### src/rtl/flash_ctl_regs.svh
`ifndef FLASH_CTL_REGS_SVH
`define FLASH_CTL_REGS_SVH
`define SFR_ERASE_COMMAND      8'h94
`define SFR_FLASH_CONTROL      8'hb2
`define SFR_ERASE_PAGE_ADDRESS 8'hb7
`define ERASE_PATTERN_MASS     8'haa
`define ERASE_PATTERN_PAGE     8'h55
`define CTRL_PWE_BIT           0
`define CTRL_MEEN_BIT          1
`define CTRL_SECURE_BIT        6
`define CTRL_PREBOOT_BIT       7
`define RESET_VECTOR           16'h0000
`define VECTOR_BASE            16'h0003
`define VECTOR_SPACING         16'h0008
`define ERASE_PAGE_TIME        16'h0010
`define ERASE_MASS_TIME        16'h0020
`define WRITE_BYTE_TIME        16'h0004
`endif

### src/rtl/flash_ctl_pkg.sv
package flash_ctl_pkg;
  typedef enum logic [1:0] {
    st_idle  = 2'b00,
    st_page  = 2'b01,
    st_mass  = 2'b10,
    st_write = 2'b11
  } op_state_e;

  typedef struct packed {
    logic       we;
    logic       re;
    logic [7:0] addr;
    logic [7:0] wdata;
  } sfr_req_s;

  typedef struct packed {
    logic        valid;
    logic [15:0] addr;
    logic [7:0]  data;
  } mem_wr_s;
endpackage : flash_ctl_pkg

### src/rtl/flash_erase_write_control.sv
`timescale 1ns/1ns
`default_nettype none
`include "flash_ctl_regs.svh"
module flash_erase_write_control (
  input  wire logic                  clk_i,
  input  wire logic                  resetn_i,
  input  wire flash_ctl_pkg::sfr_req_s sfr_i,
  output logic [7:0]                 sfr_rdata_o,
  input  wire logic                  ice_enabled_i,
  input  wire logic                  preboot_i,
  input  wire logic                  irq_enabled_i,
  input  wire logic                  store_dptr_i,
  input  wire logic                  store_ri_i,
  input  wire logic [15:0]           store_addr_i,
  input  wire logic [7:0]            store_acc_i,
  input  wire logic                  fetch_i,
  input  wire logic                  table_read_i,
  input  wire logic [15:0]           code_addr_i,
  input  wire logic                  ext_read_i,
  input  wire logic [2:0]            vector_index_i,
  output flash_ctl_pkg::mem_wr_s     flash_wr_o,
  output flash_ctl_pkg::mem_wr_s     xram_wr_o,
  output logic                       code_rd_o,
  output logic [15:0]                code_rd_addr_o,
  output logic                       page_erase_o,
  output logic                       mass_erase_o,
  output logic [6:0]                 erase_page_o,
  output logic                       busy_o,
  output logic                       ext_read_block_o,
  output logic [15:0]                vector_addr_o
);
  // the external reset pin is active high; the block sees it inverted on resetn_i
  // ==========================================================
  // sfr state
  logic                     pwe, next_pwe;
  logic                     meen, next_meen;
  logic                     secure, next_secure;
  logic                     pre_s1, pre_s2, ice_s1, ice_s2;
  logic [7:0]               pgadr, next_pgadr;
  logic                     pg_fresh, next_pg_fresh;
  logic [7:0]               rdata, next_rdata;
  flash_ctl_pkg::op_state_e state, next_state;
  logic [15:0]              cnt, next_cnt;
  flash_ctl_pkg::mem_wr_s   fwr, next_fwr, xwr, next_xwr;
  logic                     pe, next_pe, me, next_me;
  logic                     crd, next_crd;
  logic [15:0]              crd_addr, next_crd_addr;
  logic [15:0]              vec, next_vec;
  // busy is registered so the output never carries a decode glitch
  logic                     bsy, next_bsy;
  logic [5:0]               run_len, next_run_len;
  logic                     wr_ctrl, wr_erase, wr_pg, idle;

  assign wr_ctrl  = sfr_i.we && sfr_i.addr == `SFR_FLASH_CONTROL;
  assign wr_erase = sfr_i.we && sfr_i.addr == `SFR_ERASE_COMMAND;
  assign wr_pg    = sfr_i.we && sfr_i.addr == `SFR_ERASE_PAGE_ADDRESS;
  assign idle     = state == flash_ctl_pkg::st_idle;

  // ==========================================================
  // next-state logic
  always_comb begin
    next_pwe      = pwe;
    next_meen     = meen;
    next_secure   = secure;
    next_pgadr    = pgadr;
    next_pg_fresh = pg_fresh;
    next_state    = state;
    next_cnt      = cnt;
    next_pe       = 1'b0;
    next_me       = 1'b0;
    next_fwr      = '0;
    next_xwr      = '0;
    if (wr_ctrl) begin
      if (!irq_enabled_i) begin
        next_pwe = sfr_i.wdata[`CTRL_PWE_BIT];
      end
      next_meen = sfr_i.wdata[`CTRL_MEEN_BIT];
      if (sfr_i.wdata[`CTRL_SECURE_BIT]) begin
        next_secure = 1'b1;
      end
    end
    if (wr_pg) begin
      next_pgadr    = sfr_i.wdata;
      next_pg_fresh = 1'b1;
    end
    unique case (state)
      flash_ctl_pkg::st_idle: begin
        if (wr_erase && sfr_i.wdata == `ERASE_PATTERN_MASS && meen && ice_s2) begin
          next_state = flash_ctl_pkg::st_mass;
          next_cnt   = `ERASE_MASS_TIME;
          next_me    = 1'b1;
          next_meen  = 1'b0;
        end else if (wr_erase && sfr_i.wdata == `ERASE_PATTERN_PAGE && pg_fresh) begin
          next_state    = flash_ctl_pkg::st_page;
          next_cnt      = `ERASE_PAGE_TIME;
          next_pe       = 1'b1;
          next_pg_fresh = 1'b0;
        end else if (store_dptr_i && pwe) begin
          next_state    = flash_ctl_pkg::st_write;
          next_cnt      = `WRITE_BYTE_TIME;
          next_fwr      = '{valid: 1'b1, addr: store_addr_i, data: store_acc_i};
          next_pwe      = 1'b0;
        end
        // any other pattern falls through with no effect
      end
      default: begin
        // erase writes are dropped until the running operation ends
        next_cnt = cnt - 16'h0001;
        if (cnt == 16'h0001) begin
          next_state = flash_ctl_pkg::st_idle;
        end
      end
    endcase
    next_bsy = next_state != flash_ctl_pkg::st_idle;
    if ((store_dptr_i && !pwe) || store_ri_i) begin
      next_xwr = '{valid: 1'b1, addr: store_addr_i, data: store_acc_i};
    end
  end

  always_comb begin
    next_rdata = 8'h00;
    if (sfr_i.re && sfr_i.addr == `SFR_FLASH_CONTROL) begin
      next_rdata[`CTRL_PWE_BIT]     = pwe;
      next_rdata[`CTRL_MEEN_BIT]    = 1'b0; // write-only
      next_rdata[`CTRL_SECURE_BIT]  = secure;
      next_rdata[`CTRL_PREBOOT_BIT] = pre_s2;
    end else if (sfr_i.re && sfr_i.addr == `SFR_ERASE_PAGE_ADDRESS) begin
      next_rdata = pgadr;
    end
    next_crd      = fetch_i || table_read_i;
    next_crd_addr = code_addr_i;
    // vector table placement; index 0 means reset
    next_vec = (vector_index_i == 3'h0) ? `RESET_VECTOR :
      `VECTOR_BASE + `VECTOR_SPACING * {13'h0000, vector_index_i - 3'h1};
  end

  // ==========================================================
  // registers
  always_ff @(posedge clk_i or negedge resetn_i) begin
    if (!resetn_i) begin
      pwe      <= 1'b0;
      meen     <= 1'b0;
      secure   <= 1'b0;
      pgadr    <= 8'h00;
      pg_fresh <= 1'b0;
      rdata    <= 8'h00;
      state    <= flash_ctl_pkg::st_idle;
      cnt      <= 16'h0000;
      fwr      <= '0;
      xwr      <= '0;
      pe       <= 1'b0;
      me       <= 1'b0;
      crd      <= 1'b0;
      crd_addr <= `RESET_VECTOR;
      vec      <= `RESET_VECTOR;
      bsy      <= 1'b0;
      pre_s1   <= 1'b0;
      pre_s2   <= 1'b0;
      ice_s1   <= 1'b0;
      ice_s2   <= 1'b0;
    end else begin
      pwe      <= next_pwe;
      meen     <= next_meen;
      secure   <= next_secure;
      pgadr    <= next_pgadr;
      pg_fresh <= next_pg_fresh;
      rdata    <= next_rdata;
      state    <= next_state;
      cnt      <= next_cnt;
      fwr      <= next_fwr;
      xwr      <= next_xwr;
      pe       <= next_pe;
      me       <= next_me;
      crd      <= next_crd;
      crd_addr <= next_crd_addr;
      vec      <= next_vec;
      bsy      <= next_bsy;
      pre_s1   <= preboot_i;
      pre_s2   <= pre_s1;
      ice_s1   <= ice_enabled_i;
      ice_s2   <= ice_s1;
    end
  end

  assign sfr_rdata_o      = rdata;
  assign flash_wr_o       = fwr;
  assign xram_wr_o        = xwr;
  assign page_erase_o     = pe;
  assign mass_erase_o     = me;
  assign erase_page_o     = pgadr[7:1];
  assign busy_o           = bsy;
  assign ext_read_block_o = secure;
  assign code_rd_o        = crd;
  assign code_rd_addr_o   = crd_addr;
  assign vector_addr_o    = vec;

  // ==========================================================
  // checks
  a_mass_needs_ice: assert property (@(posedge clk_i) disable iff (!resetn_i)
    $rose(mass_erase_o) |-> $past(ice_s2) && $past(meen))
    else $error("mass erase without debug port or enable");
  a_page_pattern: assert property (@(posedge clk_i) disable iff (!resetn_i)
    page_erase_o |-> $past(sfr_i.wdata) == `ERASE_PATTERN_PAGE && $past(wr_erase))
    else $error("page erase without page pattern");
  a_bad_pattern: assert property (@(posedge clk_i) disable iff (!resetn_i)
    (wr_erase && sfr_i.wdata != `ERASE_PATTERN_PAGE && sfr_i.wdata != `ERASE_PATTERN_MASS)
    |=> !page_erase_o && !mass_erase_o)
    else $error("erase from unknown pattern");
  a_meen_once: assert property (@(posedge clk_i) disable iff (!resetn_i)
    mass_erase_o |-> !meen)
    else $error("mass enable still armed after start");
  a_pwe_clears: assert property (@(posedge clk_i) disable iff (!resetn_i)
    flash_wr_o.valid |-> !pwe)
    else $error("write enable kept after byte");
  a_pwe_locked: assert property (@(posedge clk_i) disable iff (!resetn_i)
    (wr_ctrl && irq_enabled_i && !pwe) |=> !pwe)
    else $error("write enable set with interrupts on");
  a_secure_sticky: assert property (@(posedge clk_i) disable iff (!resetn_i)
    secure |=> secure)
    else $error("security bit cleared");
  a_busy_blocks: assert property (@(posedge clk_i) disable iff (!resetn_i)
    busy_o |=> !(page_erase_o || mass_erase_o))
    else $error("erase started while busy");
  a_store_route: assert property (@(posedge clk_i) disable iff (!resetn_i)
    (store_dptr_i && !pwe) |=> xram_wr_o.valid && !flash_wr_o.valid)
    else $error("store not sent to data ram");
  a_pwe_flash: assert property (@(posedge clk_i) disable iff (!resetn_i)
    (store_dptr_i && pwe && idle) |=> flash_wr_o.valid && !xram_wr_o.valid)
    else $error("armed store not sent to flash");
  a_page_rearm: assert property (@(posedge clk_i) disable iff (!resetn_i)
    page_erase_o |-> !pg_fresh)
    else $error("page address reused for a second erase");
  a_meen_disarm: assert property (@(posedge clk_i) disable iff (!resetn_i)
    (wr_erase && sfr_i.wdata == `ERASE_PATTERN_MASS && meen && ice_s2 && idle)
    |=> mass_erase_o && !meen)
    else $error("mass enable not consumed");
  a_secure_set: assert property (@(posedge clk_i) disable iff (!resetn_i)
    (wr_ctrl && sfr_i.wdata[`CTRL_SECURE_BIT]) |=> ext_read_block_o)
    else $error("security bit write did not block reads");
  a_preboot_read: assert property (@(posedge clk_i) disable iff (!resetn_i)
    (sfr_i.re && sfr_i.addr == `SFR_FLASH_CONTROL)
    |=> sfr_rdata_o[`CTRL_PREBOOT_BIT] == $past(pre_s2))
    else $error("preboot status not reported");
  a_code_read: assert property (@(posedge clk_i) disable iff (!resetn_i)
    (fetch_i || table_read_i) |=> code_rd_o && code_rd_addr_o == $past(code_addr_i))
    else $error("code read not issued");
  a_reset_vector: assert property (@(posedge clk_i) disable iff (!resetn_i)
    (vector_index_i == 3'h0) |=> vector_addr_o == `RESET_VECTOR)
    else $error("reset vector not at zero");
  a_page_busy: assert property (@(posedge clk_i) disable iff (!resetn_i)
    (page_erase_o || mass_erase_o) |-> busy_o)
    else $error("erase pulse without busy");

  // ==========================================================
  // busy run length: no operation may hold busy beyond the mass erase time
  always_comb begin
    next_run_len = busy_o ? run_len + 6'h01 : 6'h00;
  end

  always_ff @(posedge clk_i or negedge resetn_i) begin
    if (!resetn_i) begin
      run_len <= 6'h00;
    end else begin
      run_len <= next_run_len;
    end
  end

  a_busy_bound: assert property (@(posedge clk_i) disable iff (!resetn_i)
    {10'h000, run_len} <= `ERASE_MASS_TIME)
    else $error("busy held too long");
endmodule : flash_erase_write_control
`default_nettype wire

### config.mk
export PLATFORM = sky130hd
export DESIGN_NAME = flash_erase_write_control
export DESIGN_NICKNAME = d
export VERILOG_FILES = /design/src/rtl/flash_ctl_pkg.sv /design/src/rtl/flash_erase_write_control.sv
export VERILOG_INCLUDE_DIRS = /design/src /design/src/rtl
export SDC_FILE = /design/constraint.sdc
export NUM_CORES = 1
export LEC_CHECK = 0
export ABC_AREA = 1
export BUFFER_PORTS_ARGS = -buffer_cell sky130_fd_sc_hd__buf_2
export CORE_MARGIN = 10
export CORE_UTILIZATION = 50
export DETAILED_ROUTE_END_ITERATION = 10
export HOLD_SLACK_MARGIN = 0.03
export PLACE_DENSITY = 0.81
export SLEW_MARGIN = 20
export SYNTH_ARGS = -nofsm -noshare
export SYNTH_HDL_FRONTEND = slang
export SYNTH_SLANG_ARGS = --single-unit
### constraint.sdc
create_clock -name clk_i -period 3.45 [get_ports clk_i]
set_input_delay 0.8625 -clock clk_i [delete_from_list [all_inputs] [get_ports clk_i]]
set_output_delay 0.8625 -clock clk_i [all_outputs]
set_load 0.01 [all_outputs]
==> results of run 1 <==
[metal layers]
metal	GRT usage	part of all wire	routed length, um	vias up
met1	0.236	0.39	5450	1896
met3	0.0647	0.098	1370	22
met2	0.351	0.49	6890	223
li1	-	-	-	1831
met5	0	0	0	-
met4	0.0667	0.016	216	0
[worst register-to-register path, cell delays in order, from the launching register on]
cell,delay [ns]
dfrtp_1,0.39
nor2_2,0.48
inv_1,0.38
nor2_4,0.42
nand4_1,0.17
nand2_1,0.11
[cells in the final DEF (no fill, tap or decap), types with 3 or more instances in the layout]
cell       count
buf_2        159
nor2_1        70
conb_1        11
buf_4          3
nor2_4         3
inv_1         64
nor3_1        25
o21ai_0       16
ha_1           4
clkbuf_16     16
a21oi_1        8
or2_2          4
nor2_2         8
nand2_1       82
bufinv_16      3
inv_6          5
dfrtp_1      116
clkinv_2       3
nand3_1       18
nand4_1       19
[path summary, 6_finish.rpt]
kind | start | endpoint | slack [ns] | depth (start not counted)
max | state[1] | cnt[10] | 1.43 | 5
min | pre_s1 | pre_s2 | 0.35 | 0
max reg2reg | state[1] | cnt[10] | 1.43 | 5
min reg2reg | pre_s1 | pre_s2 | 0.35 | 0
max in group asynchronous | resetn_i | code_rd_addr_o[5] | 2.35 | 2
min in group asynchronous | resetn_i | flash_wr_o[2] | 0.36 | 1
[cells by family (layout without fill, tap and decap cells)]
family                   Yosys count  in the layout
other                              1             11
AO/OA/AOI/OAI                     30             30
XOR/XNOR                           2              2
buffers and inverters             97            261
adder cells (fa/ha/maj)            4              4
flip-flops                       116            116
AND/OR/NAND/NOR                  239            239
[through the flow]
step	cells	power [mW]	utilization
after CTS	774	3.39	0.663
after global routing	774	3.49	0.664
after global placement	742	1.64	0.599
final	774	3.38	0.664
after detailed placement	742	1.64	0.599
after floorplan	499	1.53	-
[sequential cells by signal (all words and copies together) (netlist names)]
signal / count
busy_o: 1
cnt: 16
code_rd_addr_o: 16
code_rd_o: 1
ext_read_block_o: 1
flash_wr_o: 25
ice_s1: 1
ice_s2: 1
mass_erase_o: 1
meen: 1
page_erase_o: 1
pg_fresh: 1
pgadr: 8
pre_s1: 1
pre_s2: 1
pwe: 1
sfr_rdata_o: 8
state: 2
vector_addr_o: 4
xram_wr_o: 25
[power breakdown]
part           switching, mW  leakage, nW  internal [mW]
Clock                  0.645        0.291           1.11
Combinational          0.133         1.59         0.0753
Sequential            0.0144         1.40           1.40
[final cells by class]
| cell class | instances | area [um^2] | area share |
|---|---|---|---|
| clock buffer | 18 | 418 | 0.0684 |
| timing repair buffer | 163 | 838 | 0.137 |
| multi-input combinational | 286 | 1380 | 0.227 |
| clock inverter | 14 | 174 | 0.0285 |
| sequential | 116 | 2900 | 0.475 |
| tap | 111 | 139 | 0.0227 |
| inverter | 66 | 250 | 0.0410 |
==> results.toml, run 1 <==
[power]
ir_drop_v = 0.000303
p_per_area_nw_per_um2 = 553
p_leak_nw = 3.29

[clocking]
numCtsBuffers = 17
path_clk_slew_ns = 0.06
clk_latency_ns = 0.52
htree_levels = 4
post_cts_resized = 0
cts.sinks = 116
ctsHoldBuffers = 0
clock_tree.buffer_depth = 2
cts-root-buf = "clkbuf_8"
cts_setup_buffers = 0
cts_tree = "done"

[synth]
yosys.area_share.xor_xnor = 0.00372
post_synth_num_cell_types = 33
yosysMostFrequentCell = "dfrtp_1"
yosysTopAreaCellShare = 0.617
synth-simple-area-share = 0.235
synth_area_leaders = "dfrtp_1 (62%), nand2_1 (6.5%), nor2_1 (5.6%)"
synth.largest_area_cell = "dfrtp_1"
synth-adder-area-share = 0.0106
synthesis.area_um2 = 4710
synth_commonest_cells = "dfrtp_1 (116), nand2_1 (82), nor2_1 (70), inv_1 (64), nor3_1 (25)"
postSynthCellCount = 489
ys_ff_latch = 116
synth.avg_cell_area_um2 = 9.63
synth-compound-area-share = 0.0335
synth_top_family_by_area = "simple AND/OR/NAND/NOR gates"
ys_warn_count = 0
ys_async_sr_fraction = 1.00
synth_edf_count = 0
synthFlopType = "dfrtp_1"
synth-seq-area-share = 0.617
synthMuxAreaShare = 0

[sta]
rsz0062_at_grt = "no"
relSlewSlack = 0.540
period_share = 0.584
whs_ns = 0.349
setup_violations = 0
maxSlewViolCount = 0
hold_viol_final = 0
setup_ws_ns = 1.43
worstMarginPinSlew_ns = 0.689
clock_skew_ns = 0.0112
fin_tns_setup_ns = 0
fin_crit_ns = 2.02
max_freq_mhz = 496

[floorplan]
io_pins = 173
fp.coreArea_um2 = 9200
std_cell_rows = 35
start_util = 0.512
dieArea_um2 = 13700
die_x_um = 117
dieHeight_um = 117

[route]
ant_nets = 0
routedWlPerCell_um = 18.0
drt-vias-per-instance = 5.13
drt-initial-drc-count = 370
drc_errors = 0
wl_mm = 13.9
vias = 3972
first_pass_iters = 6

[grt]
grt_max_degree = 51
grt_pass1_wl_mm = 21.6
grt-ovfl-total = 0
antenna_found_initial = 0
grt_usage = 0.204
grt_pass1_vias = 4171

[cells_and_area]
nFillCells = 644
diodes = 0
nets = 725
synthToLayoutAreaGrowth_pct = 29.7
final_layout_size_suffix_gt1_frac = 0.330
fin_area_um2 = 6110

[setup_path]
endpoint_kind = "register"
critical-path-top-delay-family = "simple AND/OR/NAND/NOR gates"
critPathMaxStageDelay_ns = 0.48
cpMaxStageDelayCell = "nor2_2"
cp_cell_sequence = "nor2_2 > inv_1 > nor2_4 > nand4_1 > nand2_1"
worst_ep_arrival_time_ns = 2.46
required_ns = 3.90
crit_buf_inv = 1
cp_max_fo = 16
critPathLaunchType = "register"
crit_type = "register to register"

[placed_design]
place_ws_ns = 1.09
place_congestion = 0.905
placed_cell_area_um2 = 5510
hpwlAfterDp_mm = 9.29
portBuffers = 160

[min_path]
hp-class = "register to register"

[run]
maxCapViolCount = 0

[outcome]
status = "finished, final reports clean"
(Power assumes the default switching activity.)
==> run 2, diff against run 1 <==
--- a/config.mk
+++ b/config.mk
@@ -9,10 +9,10 @@
 export ABC_AREA = 1
 export BUFFER_PORTS_ARGS = -buffer_cell sky130_fd_sc_hd__buf_2
 export CORE_MARGIN = 10
-export CORE_UTILIZATION = 50
+export CORE_UTILIZATION = 49
 export DETAILED_ROUTE_END_ITERATION = 10
 export HOLD_SLACK_MARGIN = 0.03
-export PLACE_DENSITY = 0.81
+export PLACE_DENSITY = 0.79
 export SLEW_MARGIN = 20
 export SYNTH_ARGS = -nofsm -noshare
 export SYNTH_HDL_FRONTEND = slang
==> constraint.sdc (replaced) <==
create_clock -name clk_i -period 2 [get_ports clk_i]
set_input_delay 0.5 -clock clk_i [delete_from_list [all_inputs] [get_ports clk_i]]
set_output_delay 0.5 -clock clk_i [all_outputs]
set_load 0.01 [all_outputs]
==> run 2 against run 1 <==
  * Register-to-register slack worse by 1.0 ns
  * Die area up 1.7%
  * Via count down 2.9%
  * Critical path type unchanged
  * Sequential power up 72%
  * Clock power up 66%
  * Design area up 1.3%
  * Critical endpoint is now cnt[12]
  * Core utilization up 0.25 points
  * Worst setup slack worse by 1.0 ns
  * Non-clock buffer count up 6
==> results.toml, run 2 (synthesis gave the netlist of run 1 again) <==
[outcome]
status = "finished, final reports clean"

[floorplan]
dieHeight_um = 118
dieArea_um2 = 13900
io_pins = 173
die_x_um = 118
std_cell_rows = 35
fp.coreArea_um2 = 9280
start_util = 0.507

[sta]
setup_violations = 0
whs_ns = 0.0894
fin_crit_ns = 1.58
fin_tns_setup_ns = 0
period_share = 0.790
maxSlewViolCount = 0
worstMarginPinSlew_ns = 0.512
max_freq_mhz = 633
rsz0062_at_grt = "no"
clock_skew_ns = 0.00786
hold_viol_final = 0
relSlewSlack = 0.659

[cells_and_area]
final_layout_size_suffix_gt1_frac = 0.335
synthToLayoutAreaGrowth_pct = 31.4
fin_area_um2 = 6190
final_cell_mix = "buf_2 (159), dfrtp_1 (116), nand2_1 (82)"
nets = 731
finalNonFillerCells = 798
diodes = 0
final_common_cell = "buf_2"

[route]
drt-vias-per-instance = 4.83
wl_mm = 12.7
ant_nets = 0
routedWlPerCell_um = 15.9
drc_errors = 0
first_pass_iters = 5
drt-initial-drc-count = 316
vias = 3855

[setup_path]
cp_max_fo = 5
endpoint_kind = "register"
timing.rr.start = "cnt[0]"
worst_ep_arrival_time_ns = 2.02
crit_type = "register to register"
required_ns = 2.44
crit_path_start = "cnt[0]"
critPathLaunchType = "register"

[clocking]
clock_tree.buffer_depth = 2
post_cts_resized = 0
htree_levels = 4
cts.sinks = 116
clk_latency_ns = 0.51
cts_tree = "done"
path_clk_slew_ns = 0.06
cts-root-buf = "clkbuf_8"
numCtsBuffers = 17

[placed_design]
portBuffers = 160
hpwlAfterDp_mm = 9.41
placed_cell_area_um2 = 5600
place_congestion = 0.855
dp_cells = 765

[power]
p_leak_nw = 3.31
p_per_area_nw_per_um2 = 923
total_power_mw = 5.71
ir_drop_v = 0.000413

[grt]
grt_pass1_vias = 4020
grt_pass1_wl_mm = 20.6
antenna_found_initial = 0
grt_max_degree = 40
grt_usage = 0.183
grt-ovfl-total = 0

[min_path]
hp-start = "code_addr_i[11]"
hp-class = "primary input to register"

[run]
maxCapViolCount = 0
-- run 2: cell types whose count changed in the layout (fill, tap and decap cells not counted), moves of 2 or more --
cell,delta
buf_12,+3
clkinv_4,+3
buf_4,+2
inv_6,-2
-- run 2: layout make-up --
class | count | area (um^2)
Clock buffer | 18 | 418
Clock inverter | 14 | 155
Fill cell | 725 | 3100
Inverter | 66 | 250
Multi-Input combinational cell | 286 | 1380
Sequential cell | 116 | 2900
Tap cell | 129 | 161
Timing Repair Buffer | 169 | 923
-- run 2: through the flow --
step / setup WS (ns) / util
floorplan: 0.611 / -
detailed placement: 0.186 / 0.604
global placement: 0.248 / 0.604
finish: 0.420 / 0.666
CTS: 0.412 / 0.666
global route: 0.272 / 0.666
-- run 2: worst paths after layout --
kind	endpoint	slack (ns)	depth (start not counted)
worst max-delay path	cnt[12]	0.42	7
worst max register to register	cnt[12]	0.42	7
worst min-delay path	code_rd_addr_o[11]	0.09	1
max in group asynchronous	cnt[12]	0.95	3
min in group asynchronous	xram_wr_o[15]	0.52	2
worst min register to register	pre_s2	0.35	0
-- run 2: metal layers --
layer	vias up	routed length [um]	part of all wire	GRT usage
li1	1848	-	-	-
met1	1829	5420	0.43	0.219
met2	165	6320	0.50	0.302
met4	0	134	0.011	0.0703
met5	-	0	0	0
met3	13	805	0.063	0.0547
-- run 2: critical path: stages, from the launching register on --
cell     delay, ns
dfrtp_1       0.41
inv_1         0.15
ha_1          0.20
nand2_1       0.16
nor3_1        0.30
or2_2         0.16
nand3_1       0.05
nand2_1       0.09
-- run 2: power breakdown --
group	total (mW)	switching, mW	internal [mW]
combinational	0.357	0.220	0.137
clock	2.91	1.13	1.79
sequential	2.44	0.0236	2.42
-- run 2: timing repair --
action,CTS,global route
endpoints found under the hold margin,36,0
hold buffers,1,0
setup buffers,0,0
